--- config.mk ---
export PLATFORM = sky130hd
export DESIGN_NAME = usr_std_req
export DESIGN_NICKNAME = d
export VERILOG_FILES = /design/src/hw/usr_pkg.sv /design/src/hw/usr_req_if.sv /design/src/hw/usr_setup_dec.sv /design/src/hw/usr_irq.sv /design/src/hw/usr_std_req.sv
export VERILOG_INCLUDE_DIRS = /design/src /design/src/hw
export SDC_FILE = /design/constraint.sdc
export NUM_CORES = 1
export LEC_CHECK = 0
export BUFFER_PORTS_ARGS = -buffer_cell sky130_fd_sc_hd__buf_2
export CORE_AREA = 2 2 145 147
export DETAILED_ROUTE_END_ITERATION = 7
export DIE_AREA = 0 0 147 149
export PLACE_DENSITY = 0.81
export SETUP_SLACK_MARGIN = 0.1
export SLEW_MARGIN = 20
export SYNTH_ARGS = -nofsm -noshare
export SYNTH_HDL_FRONTEND = slang
export SYNTH_SLANG_ARGS = --single-unit
--- constraint.sdc ---
create_clock -name clk -period 6 [get_ports clk]
set_clock_uncertainty 0.05 [all_clocks]
set_input_delay 0.9 -clock clk [delete_from_list [all_inputs] [get_ports clk]]
set_output_delay 0.9 -clock clk [all_outputs]
set_load 0.05 [all_outputs]
--- src/hw/usr_defines.svh ---
// usr_defines.svh: offsets, field positions and reset values of the
// endpoint-0 standard request handler
// assumes word addressing on the register bus
`ifndef USR_DEFINES_SVH
`define USR_DEFINES_SVH

// register word addresses
`define USR_REG_CTRL     4'h0
`define USR_REG_IRQ_STAT 4'h1
`define USR_REG_IRQ_MASK 4'h2
`define USR_REG_ACTIVE   4'h3
`define USR_REG_SETUP_LO 4'h4
`define USR_REG_SETUP_HI 4'h5
`define USR_REG_ADDR     4'h6
`define USR_REG_HALT     4'h7
`define USR_REG_SYNC     4'h8

// control register fields
`define USR_CTRL_ACK 0
`define USR_CTRL_PWR 1
`define USR_CTRL_CT  3:2

// interrupt status and mask bits
`define USR_NIRQ     4
`define USR_IRQ_CHG  0
`define USR_IRQ_SET  1
`define USR_IRQ_STS  2
`define USR_IRQ_GIF  3

// setup packet fields
`define USR_F_TYPE 6:5
`define USR_F_RCP  4:0
`define USR_F_REQ  15:8
`define USR_F_VAL  31:16
`define USR_F_IDX  47:32

`define USR_RCP_DEV   5'h00
`define USR_RCP_IF    5'h01
`define USR_RCP_EP    5'h02
`define USR_FEAT_HALT 16'h0000
`define USR_FEAT_WAKE 16'h0001
`define USR_LEN_BYTE  2'h1
`define USR_LEN_WORD  2'h2

// reset values
`define USR_ACTIVE_RST 12'h000
`define USR_PWR_RST    1'h0
`define USR_ADDR_RST   7'h00

`endif

--- src/hw/usr_pkg.sv ---
// usr_pkg: types shared by the endpoint-0 request handler
// assumes nothing of its surroundings
package usr_pkg;

  typedef enum logic [7:0] {
    GET_STATUS  = 8'h00,
    CLR_FEATURE = 8'h01,
    SET_FEATURE = 8'h03,
    SET_ADDRESS = 8'h05,
    GET_DESC    = 8'h06,
    SET_DESC    = 8'h07,
    GET_CONFIG  = 8'h08,
    SET_CONFIG  = 8'h09,
    GET_IFACE   = 8'h0A,
    SET_IFACE   = 8'h0B,
    SYNCH_FRAME = 8'h0C
  } usr_req_t;

  typedef enum logic [1:0] {
    CT_IDLE = 2'b00,
    CT_AUTO = 2'b01,
    CT_CPU  = 2'b10
  } usr_ct_t;

endpackage

--- src/hw/usr_req_if.sv ---
// usr_req_if: a setup packet and its decoded fields
// assumes the packet is held stable while it is decoded
`timescale 1ns/1ps
interface usr_req_if
  import usr_pkg::*;
();
  logic [63:0] pkt;
  logic        std;
  usr_req_t    code;
  logic [4:0]  recip;
  logic [15:0] wvalue;
  logic [15:0] windex;
  logic        forward;

  modport dec (input pkt, output std, code, recip, wvalue, windex, forward);
  modport src (output pkt, input std, code, recip, wvalue, windex, forward);
endinterface

--- src/hw/usr_setup_dec.sv ---
// usr_setup_dec: splits a setup packet and decides who serves it
// assumes the packet bytes are little endian, byte 0 in bits 7:0
`timescale 1ns/1ps
`include "usr_defines.svh"
module usr_setup_dec
  import usr_pkg::*;
(
  usr_req_if.dec rq
);
  always_comb begin
    rq.std    = rq.pkt[`USR_F_TYPE] == 2'h0;
    rq.code   = usr_req_t'(rq.pkt[`USR_F_REQ]);
    rq.recip  = rq.pkt[`USR_F_RCP];
    rq.wvalue = rq.pkt[`USR_F_VAL];
    rq.windex = rq.pkt[`USR_F_IDX];
    // descriptor, synch, class, vendor and unknown codes go to firmware
    rq.forward = !(rq.std && (rq.code inside {GET_STATUS, CLR_FEATURE,
      SET_FEATURE, SET_ADDRESS, GET_CONFIG, SET_CONFIG,
      GET_IFACE, SET_IFACE}));
  end
endmodule // usr_setup_dec

--- src/hw/usr_irq.sv ---
// usr_irq: sticky event flags, mask and one level interrupt
// assumes write strobes last one cycle and come from the clk domain
`timescale 1ns/1ps
module usr_irq
  import usr_pkg::*;
#(
  parameter int N = 4
) (
  input  wire logic         clk,
  input  wire logic         reset,
  input  wire logic [N-1:0] evt,
  input  wire logic         stat_we,
  input  wire logic         mask_we,
  input  wire logic [N-1:0] wdata,
  output logic      [N-1:0] stat,
  output logic      [N-1:0] mask,
  output logic              irq
);
  logic [N-1:0] stat_r;
  logic [N-1:0] mask_r;
  logic [N-1:0] clr;

  assign clr = stat_we ? wdata : '0;

  // an event in the clearing cycle survives
  always_ff @(posedge clk) begin
    if (reset) begin
      stat_r <= '0;
    end else begin
      stat_r <= (stat_r & ~clr) | evt;
    end
  end

  always_ff @(posedge clk) begin
    if (reset) begin
      mask_r <= '0;
    end else if (mask_we) begin
      mask_r <= wdata;
    end
  end

  assign stat = stat_r;
  assign mask = mask_r;
  assign irq  = |(stat_r & mask_r);
endmodule // usr_irq

--- src/hw/usr_std_req.sv ---
// usr_std_req: endpoint-0 standard request handler with avalon registers
// assumes setup, status and sof strobes come from link logic on clk
//
// Contract
// - only descriptor, synch, class, vendor and unknown requests reach cpu
// - configuration and interface selects done in hardware
// - cpu reads active config, interface, alternate
// - clear feature: endpoint halt or remote wakeup
// - set feature: endpoint halt or remote wakeup
// - new address only after status stage completes
// - operation done before status stage acknowledged
// - every get descriptor goes to the cpu
// - get configuration returns value, zero unconfigured
// - get interface answered here, cpu only notified
// - get interface valid only when configured
// - set interface activates chosen alternate setting
// - get status returns recipient status word
// - synch frame uses last sof before pattern
// - no stall for missing interfaces or endpoints
// - active setting change sets maskable flag
// - forwarded setup raises setup interrupt
`timescale 1ns/1ps
`include "usr_defines.svh"
module usr_std_req
  import usr_pkg::*;
#(
  parameter int N_EP = 16,
  parameter int N_IF = 15
) (
  input  wire logic        clk,
  input  wire logic        reset,
  input  wire logic [3:0]  avs_address,
  input  wire logic        avs_read,
  input  wire logic        avs_write,
  input  wire logic [31:0] avs_writedata,
  output logic      [31:0] avs_readdata,
  output logic             avs_waitrequest,
  input  wire logic        setup_valid,
  input  wire logic [63:0] setup_pkt,
  input  wire logic        status_req,
  input  wire logic        status_done,
  input  wire logic        sof_valid,
  input  wire logic [10:0] sof_frame,
  input  wire logic        pattern_start,
  output logic      [6:0]  dev_addr,
  output logic             status_ack_en,
  output logic             resp_valid,
  output logic      [15:0] resp_data,
  output logic      [1:0]  resp_len,
  output logic             resp_stall,
  output logic [N_EP-1:0]  ep_halt,
  output logic             remote_wake_en,
  output logic             irq
);

  usr_req_if rq ();

  usr_setup_dec u_dec (
    .rq (rq.dec)
  );

  assign rq.pkt = setup_pkt;

  // decoded request strobes
  function automatic logic is_req(input usr_req_t c);
    return setup_valid && rq.std && rq.code == c;
  endfunction

  logic req_get_sts;
  logic req_clr_feat;
  logic req_set_feat;
  logic req_set_addr;
  logic req_get_cfg;
  logic req_set_cfg;
  logic req_get_if;
  logic req_set_if;

  assign req_get_sts  = is_req(GET_STATUS);
  assign req_clr_feat = is_req(CLR_FEATURE);
  assign req_set_feat = is_req(SET_FEATURE);
  assign req_set_addr = is_req(SET_ADDRESS);
  assign req_get_cfg  = is_req(GET_CONFIG);
  assign req_set_cfg  = is_req(SET_CONFIG);
  assign req_get_if   = is_req(GET_IFACE);
  assign req_set_if   = is_req(SET_IFACE);

  logic [3:0] ep_n;
  logic [3:0] if_n;
  logic       ep_ok;
  logic       if_ok;
  logic       configured;

  assign ep_n  = rq.windex[3:0];
  assign if_n  = rq.windex[3:0];
  // unknown targets are ignored quietly rather than stalled
  assign ep_ok = rq.recip == `USR_RCP_EP && ({1'b0, ep_n} < 5'(N_EP));
  // whole index compared so a high interface number cannot alias a low one
  assign if_ok = rq.windex < 16'(N_IF);

  // register bus: every access answers one cycle after it is raised
  logic        ack_r;
  logic [31:0] rdata_r;
  logic [31:0] rd_mux;
  logic        wr_go;

  assign avs_waitrequest = (avs_read | avs_write) & ~ack_r;
  assign wr_go           = avs_write & ack_r;
  assign avs_readdata    = rdata_r;

  always_ff @(posedge clk) begin
    if (reset) begin
      ack_r <= 1'b0;
    end else begin
      ack_r <= (avs_read | avs_write) & ~ack_r;
    end
  end

  always_ff @(posedge clk) begin
    if (reset) begin
      rdata_r <= '0;
    end else if (avs_read && !ack_r) begin
      rdata_r <= rd_mux;
    end
  end

  // control transfer state
  usr_ct_t ct_r;
  logic    ack_en_r;
  logic    pwr_r;

  always_ff @(posedge clk) begin
    if (reset) begin
      ct_r <= CT_IDLE;
    end else if (setup_valid) begin
      ct_r <= rq.forward ? CT_CPU : CT_AUTO;
    end else if (status_done) begin
      ct_r <= CT_IDLE;
    end
  end

  // a new setup withdraws any earlier firmware permission
  always_ff @(posedge clk) begin
    if (reset) begin
      ack_en_r <= 1'b0;
    end else if (setup_valid || status_done) begin
      ack_en_r <= 1'b0;
    end else if (wr_go && avs_address == `USR_REG_CTRL) begin
      ack_en_r <= ack_en_r | avs_writedata[`USR_CTRL_ACK];
    end
  end

  always_ff @(posedge clk) begin
    if (reset) begin
      pwr_r <= `USR_PWR_RST;
    end else if (wr_go && avs_address == `USR_REG_CTRL) begin
      pwr_r <= avs_writedata[`USR_CTRL_PWR];
    end
  end

  // hardware work lands on the setup edge, so ack follows it
  assign status_ack_en = ~setup_valid & ((ct_r == CT_AUTO)
    | (ct_r == CT_CPU & ack_en_r));

  // setup packet kept for firmware
  logic [63:0] setup_r;

  always_ff @(posedge clk) begin
    if (reset) begin
      setup_r <= '0;
    end else if (setup_valid) begin
      setup_r <= setup_pkt;
    end
  end

  // configuration, per-interface alternates and the active report
  logic [3:0]  cfg_r;
  logic [3:0]  alt_r [N_IF];
  logic [11:0] active_r;
  logic [11:0] active_nxt;

  assign configured = cfg_r != 4'h0;

  always_comb begin
    active_nxt = active_r;
    if (req_set_cfg) begin
      active_nxt = {rq.wvalue[3:0], 4'h0, 4'h0};
    end else if (req_set_if && configured && if_ok) begin
      active_nxt = {cfg_r, if_n, rq.wvalue[3:0]};
    end
  end

  // whole report moves on one edge, never half old half new
  always_ff @(posedge clk) begin
    if (reset) begin
      active_r <= `USR_ACTIVE_RST;
    end else begin
      active_r <= active_nxt;
    end
  end

  always_ff @(posedge clk) begin
    if (reset) begin
      cfg_r <= '0;
      for (int i = 0; i < N_IF; i++) begin
        alt_r[i] <= '0;
      end
    end else if (req_set_cfg) begin
      cfg_r <= rq.wvalue[3:0];
      for (int i = 0; i < N_IF; i++) begin
        alt_r[i] <= '0;
      end
    end else if (req_set_if && configured && if_ok) begin
      alt_r[if_n] <= rq.wvalue[3:0];
    end
  end

  // device address takes effect after the status stage
  logic [6:0] pend_addr_r;
  logic       addr_pend_r;
  logic [6:0] dev_addr_r;

  always_ff @(posedge clk) begin
    if (reset) begin
      pend_addr_r <= `USR_ADDR_RST;
      addr_pend_r <= 1'b0;
      dev_addr_r  <= `USR_ADDR_RST;
    end else if (setup_valid) begin
      pend_addr_r <= rq.wvalue[6:0];
      addr_pend_r <= req_set_addr;
    end else if (status_done && addr_pend_r) begin
      dev_addr_r  <= pend_addr_r;
      addr_pend_r <= 1'b0;
    end
  end

  assign dev_addr = dev_addr_r;

  // features
  logic [N_EP-1:0] halt_r;
  logic            wake_r;

  always_ff @(posedge clk) begin
    if (reset) begin
      halt_r <= '0;
      wake_r <= 1'b0;
    end else if (req_clr_feat || req_set_feat) begin
      if (ep_ok && rq.wvalue == `USR_FEAT_HALT) begin
        halt_r[ep_n] <= req_set_feat;
      end
      if (rq.recip == `USR_RCP_DEV && rq.wvalue == `USR_FEAT_WAKE) begin
        wake_r <= req_set_feat;
      end
    end
  end

  assign ep_halt        = halt_r;
  assign remote_wake_en = wake_r;

  // data stage answers for requests served here
  logic        resp_valid_r;
  logic        resp_stall_r;
  logic [15:0] resp_data_r;
  logic [1:0]  resp_len_r;

  always_ff @(posedge clk) begin
    if (reset) begin
      resp_valid_r <= 1'b0;
      resp_stall_r <= 1'b0;
      resp_data_r  <= '0;
      resp_len_r   <= '0;
    end else if (setup_valid) begin
      resp_valid_r <= 1'b0;
      resp_stall_r <= 1'b0;
      resp_data_r  <= '0;
      resp_len_r   <= `USR_LEN_BYTE;
      if (req_get_sts) begin
        resp_valid_r <= 1'b1;
        resp_len_r   <= `USR_LEN_WORD;
        if (rq.recip == `USR_RCP_DEV) begin
          resp_data_r <= {14'h0000, wake_r, pwr_r};
        end else if (ep_ok) begin
          resp_data_r <= {15'h0000, halt_r[ep_n]};
        end
      end else if (req_get_cfg) begin
        resp_valid_r <= 1'b1;
        resp_data_r  <= {12'h000, cfg_r};
      end else if (req_get_if) begin
        resp_valid_r <= configured;
        resp_stall_r <= !configured;
        if (configured && if_ok) begin
          resp_data_r <= {12'h000, alt_r[if_n]};
        end
      end else if (req_set_if) begin
        resp_stall_r <= !configured;
      end
    end else if (status_done) begin
      resp_valid_r <= 1'b0;
      resp_stall_r <= 1'b0;
    end
  end

  assign resp_valid = resp_valid_r;
  assign resp_stall = resp_stall_r;
  assign resp_data  = resp_data_r;
  assign resp_len   = resp_len_r;

  // frame reference for the firmware's synch answer
  logic [10:0] last_sof_r;
  logic [10:0] sync_frame_r;

  always_ff @(posedge clk) begin
    if (reset) begin
      last_sof_r   <= '0;
      sync_frame_r <= '0;
    end else begin
      if (sof_valid) begin
        last_sof_r <= sof_frame;
      end
      if (pattern_start) begin
        sync_frame_r <= last_sof_r;
      end
    end
  end

  // interrupts
  logic [`USR_NIRQ-1:0] evt;
  logic [`USR_NIRQ-1:0] irq_stat;
  logic [`USR_NIRQ-1:0] irq_mask;

  always_comb begin
    evt               = '0;
    evt[`USR_IRQ_CHG] = active_nxt != active_r;
    evt[`USR_IRQ_SET] = setup_valid && rq.forward;
    evt[`USR_IRQ_STS] = status_req && !status_ack_en;
    evt[`USR_IRQ_GIF] = req_get_if;
  end

  usr_irq #(
    .N (`USR_NIRQ)
  ) u_irq (
    .clk     (clk),
    .reset   (reset),
    .evt     (evt),
    .stat_we (wr_go && avs_address == `USR_REG_IRQ_STAT),
    .mask_we (wr_go && avs_address == `USR_REG_IRQ_MASK),
    .wdata   (avs_writedata[`USR_NIRQ-1:0]),
    .stat    (irq_stat),
    .mask    (irq_mask),
    .irq     (irq)
  );

  // register read map
  always_comb begin
    rd_mux = '0;
    case (avs_address)
      `USR_REG_CTRL: begin
        rd_mux[`USR_CTRL_ACK] = ack_en_r;
        rd_mux[`USR_CTRL_PWR] = pwr_r;
        rd_mux[`USR_CTRL_CT]  = ct_r;
      end
      `USR_REG_IRQ_STAT: rd_mux = 32'(irq_stat);
      `USR_REG_IRQ_MASK: rd_mux = 32'(irq_mask);
      `USR_REG_ACTIVE:   rd_mux = 32'(active_r);
      `USR_REG_SETUP_LO: rd_mux = setup_r[31:0];
      `USR_REG_SETUP_HI: rd_mux = setup_r[63:32];
      `USR_REG_ADDR:     rd_mux = 32'(dev_addr_r);
      `USR_REG_HALT:     rd_mux = 32'(halt_r);
      `USR_REG_SYNC:     rd_mux = 32'(sync_frame_r);
      default:           rd_mux = '0;
    endcase
  end
endmodule // usr_std_req

==> impl_metrics.yaml <==
worst_setup_path:
  worstPathArrival_ps: 4040
  worst_setup_path_end_kind: "register"
  reg2reg_slack_ps: 3530
  crit-reg2reg-capture: "alt_r[9][2]"
  timing.critical_path.to: "alt_r[9][2]"
  worstSetupPathType: "primary input to register"
  r2r-start: "cfg_r[3]"
  cp_data_required_time_ps: 6190
  crit_start: "setup_pkt[12]"
  startpoint_type: "primary input"
  cp_max_fo: 19
  worst-r2r-cell-count: 5
timing:
  worstMarginPinSlew_ps: 1050
  timing.fmax_mhz: 260
  grt_setup_unrepaired: "false"
  finalWorstPathRequiredPeriod_ps: 3850
  timing.final.hold_violations: 0
  holdWs_ps: 393
  finalMaxSlewViolations: 0
  report.final.setup_viol: 0
  worst_slack_ps: 2150
  min_period_over_period_pct: 64.2
  final.setup.tns_ps: 0
  max_slew_margin_vs_limit_pct: 29.1
min_path:
  hold_path_class: "register to register"
clocking:
  cts_setup_buffers: 0
  clk_transition_reported_paths_ps: 60
  h-tree-depth: 1
  cts.root.buffer_cell: "clkbuf_16"
  clock_insertion_delay_worst_skew_ps: 510
  cts.sink_count: 244
  cts_made_buffers: 25
  cts_max_path_buffers: 3
  cts_tree: "done"
  ctsResizeCount: 0
  cts_hold_buffers: 0
logic_synthesis:
  ys_async_sr_fraction_pct: 0
  syn_area_per_cell_um2: 10.0
  post_synth_edffs: 64
  yosys_register_bits: 244
  synth.cell_area_um2: 10900
  ys_dominant_reg_cell: "dfxtp_1"
  synthesized_netlist_cell_count: 1095
  sequential_element_share_of_the_synthesized_area_pct: 50.5
  yosys_warnings: 0
  netlist-cell-type-count: 58
power_and_ir_drop:
  switching_portion_of_total_power_pct: 23.7
  power_per_cell_area_nw_per_um2: 292
  power.share.clock_pct: 43.8
  power.share.sequential_pct: 47.7
  cellLeakagePower_uw: 0.00525
  p_int_uw: 2830
  power.combinational.fraction_pct: 8.5
  peak_supply_drop_v: 0.000213
  p_sw_uw: 879
drt:
  routedWlPerCell_um: 20.7
  routed_wire_length_mm: 31.3
  via_count: 9149
  route.detailed.vias_per_inst: 6.05
  starting_drc_count_in_detailed_routing: 933
  drtPass1Iterations: 5
  drtAntennaViolNets: 0
  drc: 0
cells_and_area:
  final_cell_mix: "237 x nor2_1, 180 x dfxtp_1, 156 x buf_2, 140 x mux2i_1, 82 x nand2_1"
  layout.nets: 1339
  share_of_final_layout_standard_cells_stronger_than_drive_strength_1_pct: 20.5
  finish.instance_area_um2: 12700
  mostFrequentLayoutCell: "nor2_1"
  finalCoreUtilization_pct: 61.9
  area_growth_syn_to_layout_pct: 16.2
floorplanning:
  fp.dieH_um: 149
  num_io_pins: 199
  die_x_um: 147
  initial_core_utilization_pct: 53.3
  num_rows: 53
  coreArea_um2: 20600
  design.die.area_um2: 21900
global_route:
  grt_start_max_net_pins: 86
  first_global_vias: 8816
  initial_antenna_violation_count: 3
  grt_remaining_overflow: 0
  groute.usage.overall_pct: 27.8
  grt_pass1_wl_mm: 47.8
run:
  maxCapViolations: 0
placed_design:
  dpl-instance-area_um2: 11900
  hpwlAfterDp_mm: 22.0
  place.port_buffers: 158
  post_placement_setup_slack_ps: 1810
  finalWeightedCongestion: 0.978
outcome:
  outcome: "finished, final reports clean"
==> registers in the layout (all words and copies together), names as in the netlist, 7 cells and up <==
register,flops
setup_r,64
active_r,12
last_sof_r,11
sync_frame_r,11
dev_addr,7
ep_halt,16
avs_readdata,32
alt_r,64
==> synthesized netlist by cell type, drive strengths merged, types with 2 or more instances <==
master	count	share of area [%]
o21ai	31	1.4
a21o	3	0.21
nor2	237	8.1
nand4	8	0.59
a22oi	42	2.9
clkinv	2	0.069
nor4b	5	0.40
a21oi	35	1.6
clkbuf	58	2.0
inv	10	0.34
nand3b	4	0.27
mux2	7	0.72
mux4	23	4.7
nand4b	2	0.16
edfxtp	64	18
nand2	82	2.8
a22o	5	0.40
and2	3	0.17
nand2b	4	0.23
mux2i	140	13
a211oi	6	0.41
nor4	19	1.2
a31oi	9	0.51
a2111oi	2	0.16
a32oi	3	0.24
nor3	14	0.64
xor2	7	0.56
o211ai	3	0.21
nand3	14	0.75
a222oi	4	0.37
buf	30	1.8
nor2b	13	0.74
xnor2	6	0.48
o22ai	2	0.11
nor3b	2	0.14
nor4bb	2	0.18
dfxtp	180	33
==> power by group through the flow <==
stage	Combinational [uW]	Clock (uW)	Sequential, uW
after global placement	303	0	1800
after floorplan	205	0	1800
after CTS	311	1630	1770
final	316	1620	1770
after detailed placement	309	0	1800
after global routing	335	1690	1770
==> worst min path at each step <==
stage / to / from / depth (start not counted) / slack (ps)
after floorplan: setup_r[32] / setup_r[32] / 2 / 410
after global placement: resp_stall / resp_stall / 2 / 380
after detailed placement: resp_stall / resp_stall / 2 / 390
after CTS: resp_stall / resp_stall / 2 / 390
after global routing: resp_stall / resp_stall / 2 / 410
final: resp_stall / resp_stall / 2 / 390
==> metrics by stage <==
step / total power (uW) / instances
floorplan: 2010 / 1110
global placement: 2100 / 1467
detailed placement: 2110 / 1467
CTS: 3710 / 1512
global route: 3790 / 1512
finish: 3710 / 1513
==> per-layer routing <==
layer | part of all wire (%) | global-route usage, %
met2 | 47 | 45.2
met1 | 39 | 35.6
met5 | 0.070 | 0
met4 | 4.2 | 12.6
met3 | 10 | 6.24
==> worst max-delay path, stage by stage <==
cell     delay [ps]
buf_2           110
nor4_1          840
nand4_1         850
and2_1          670
nand3_1         510
nor2_1          140
==> final cells by class <==
type                       count  area (um2)
clock inverter                15         183
antenna                        1        2.50
tap                          275         344
timing repair buffer         170         886
clock buffer                  30         684
sequential                   244        5530
fill                        1657        7840
inverter                      12        45.0
multi-input combinational    766        5050
==> cells by family after synthesis <==
kind of cell / count (synthesis) / synth area share, %
muxes: 170 / 18.2
buffers and inverters: 100 / 4.21
AOI/OAI and AO/OA: 152 / 9.05
xor gates and xnor gates: 13 / 1.04
and+or+nand+nor: 415 / 17.0
other: 1 / 0.0342
DFF: 244 / 50.5
(Power assumes the default switching activity.)
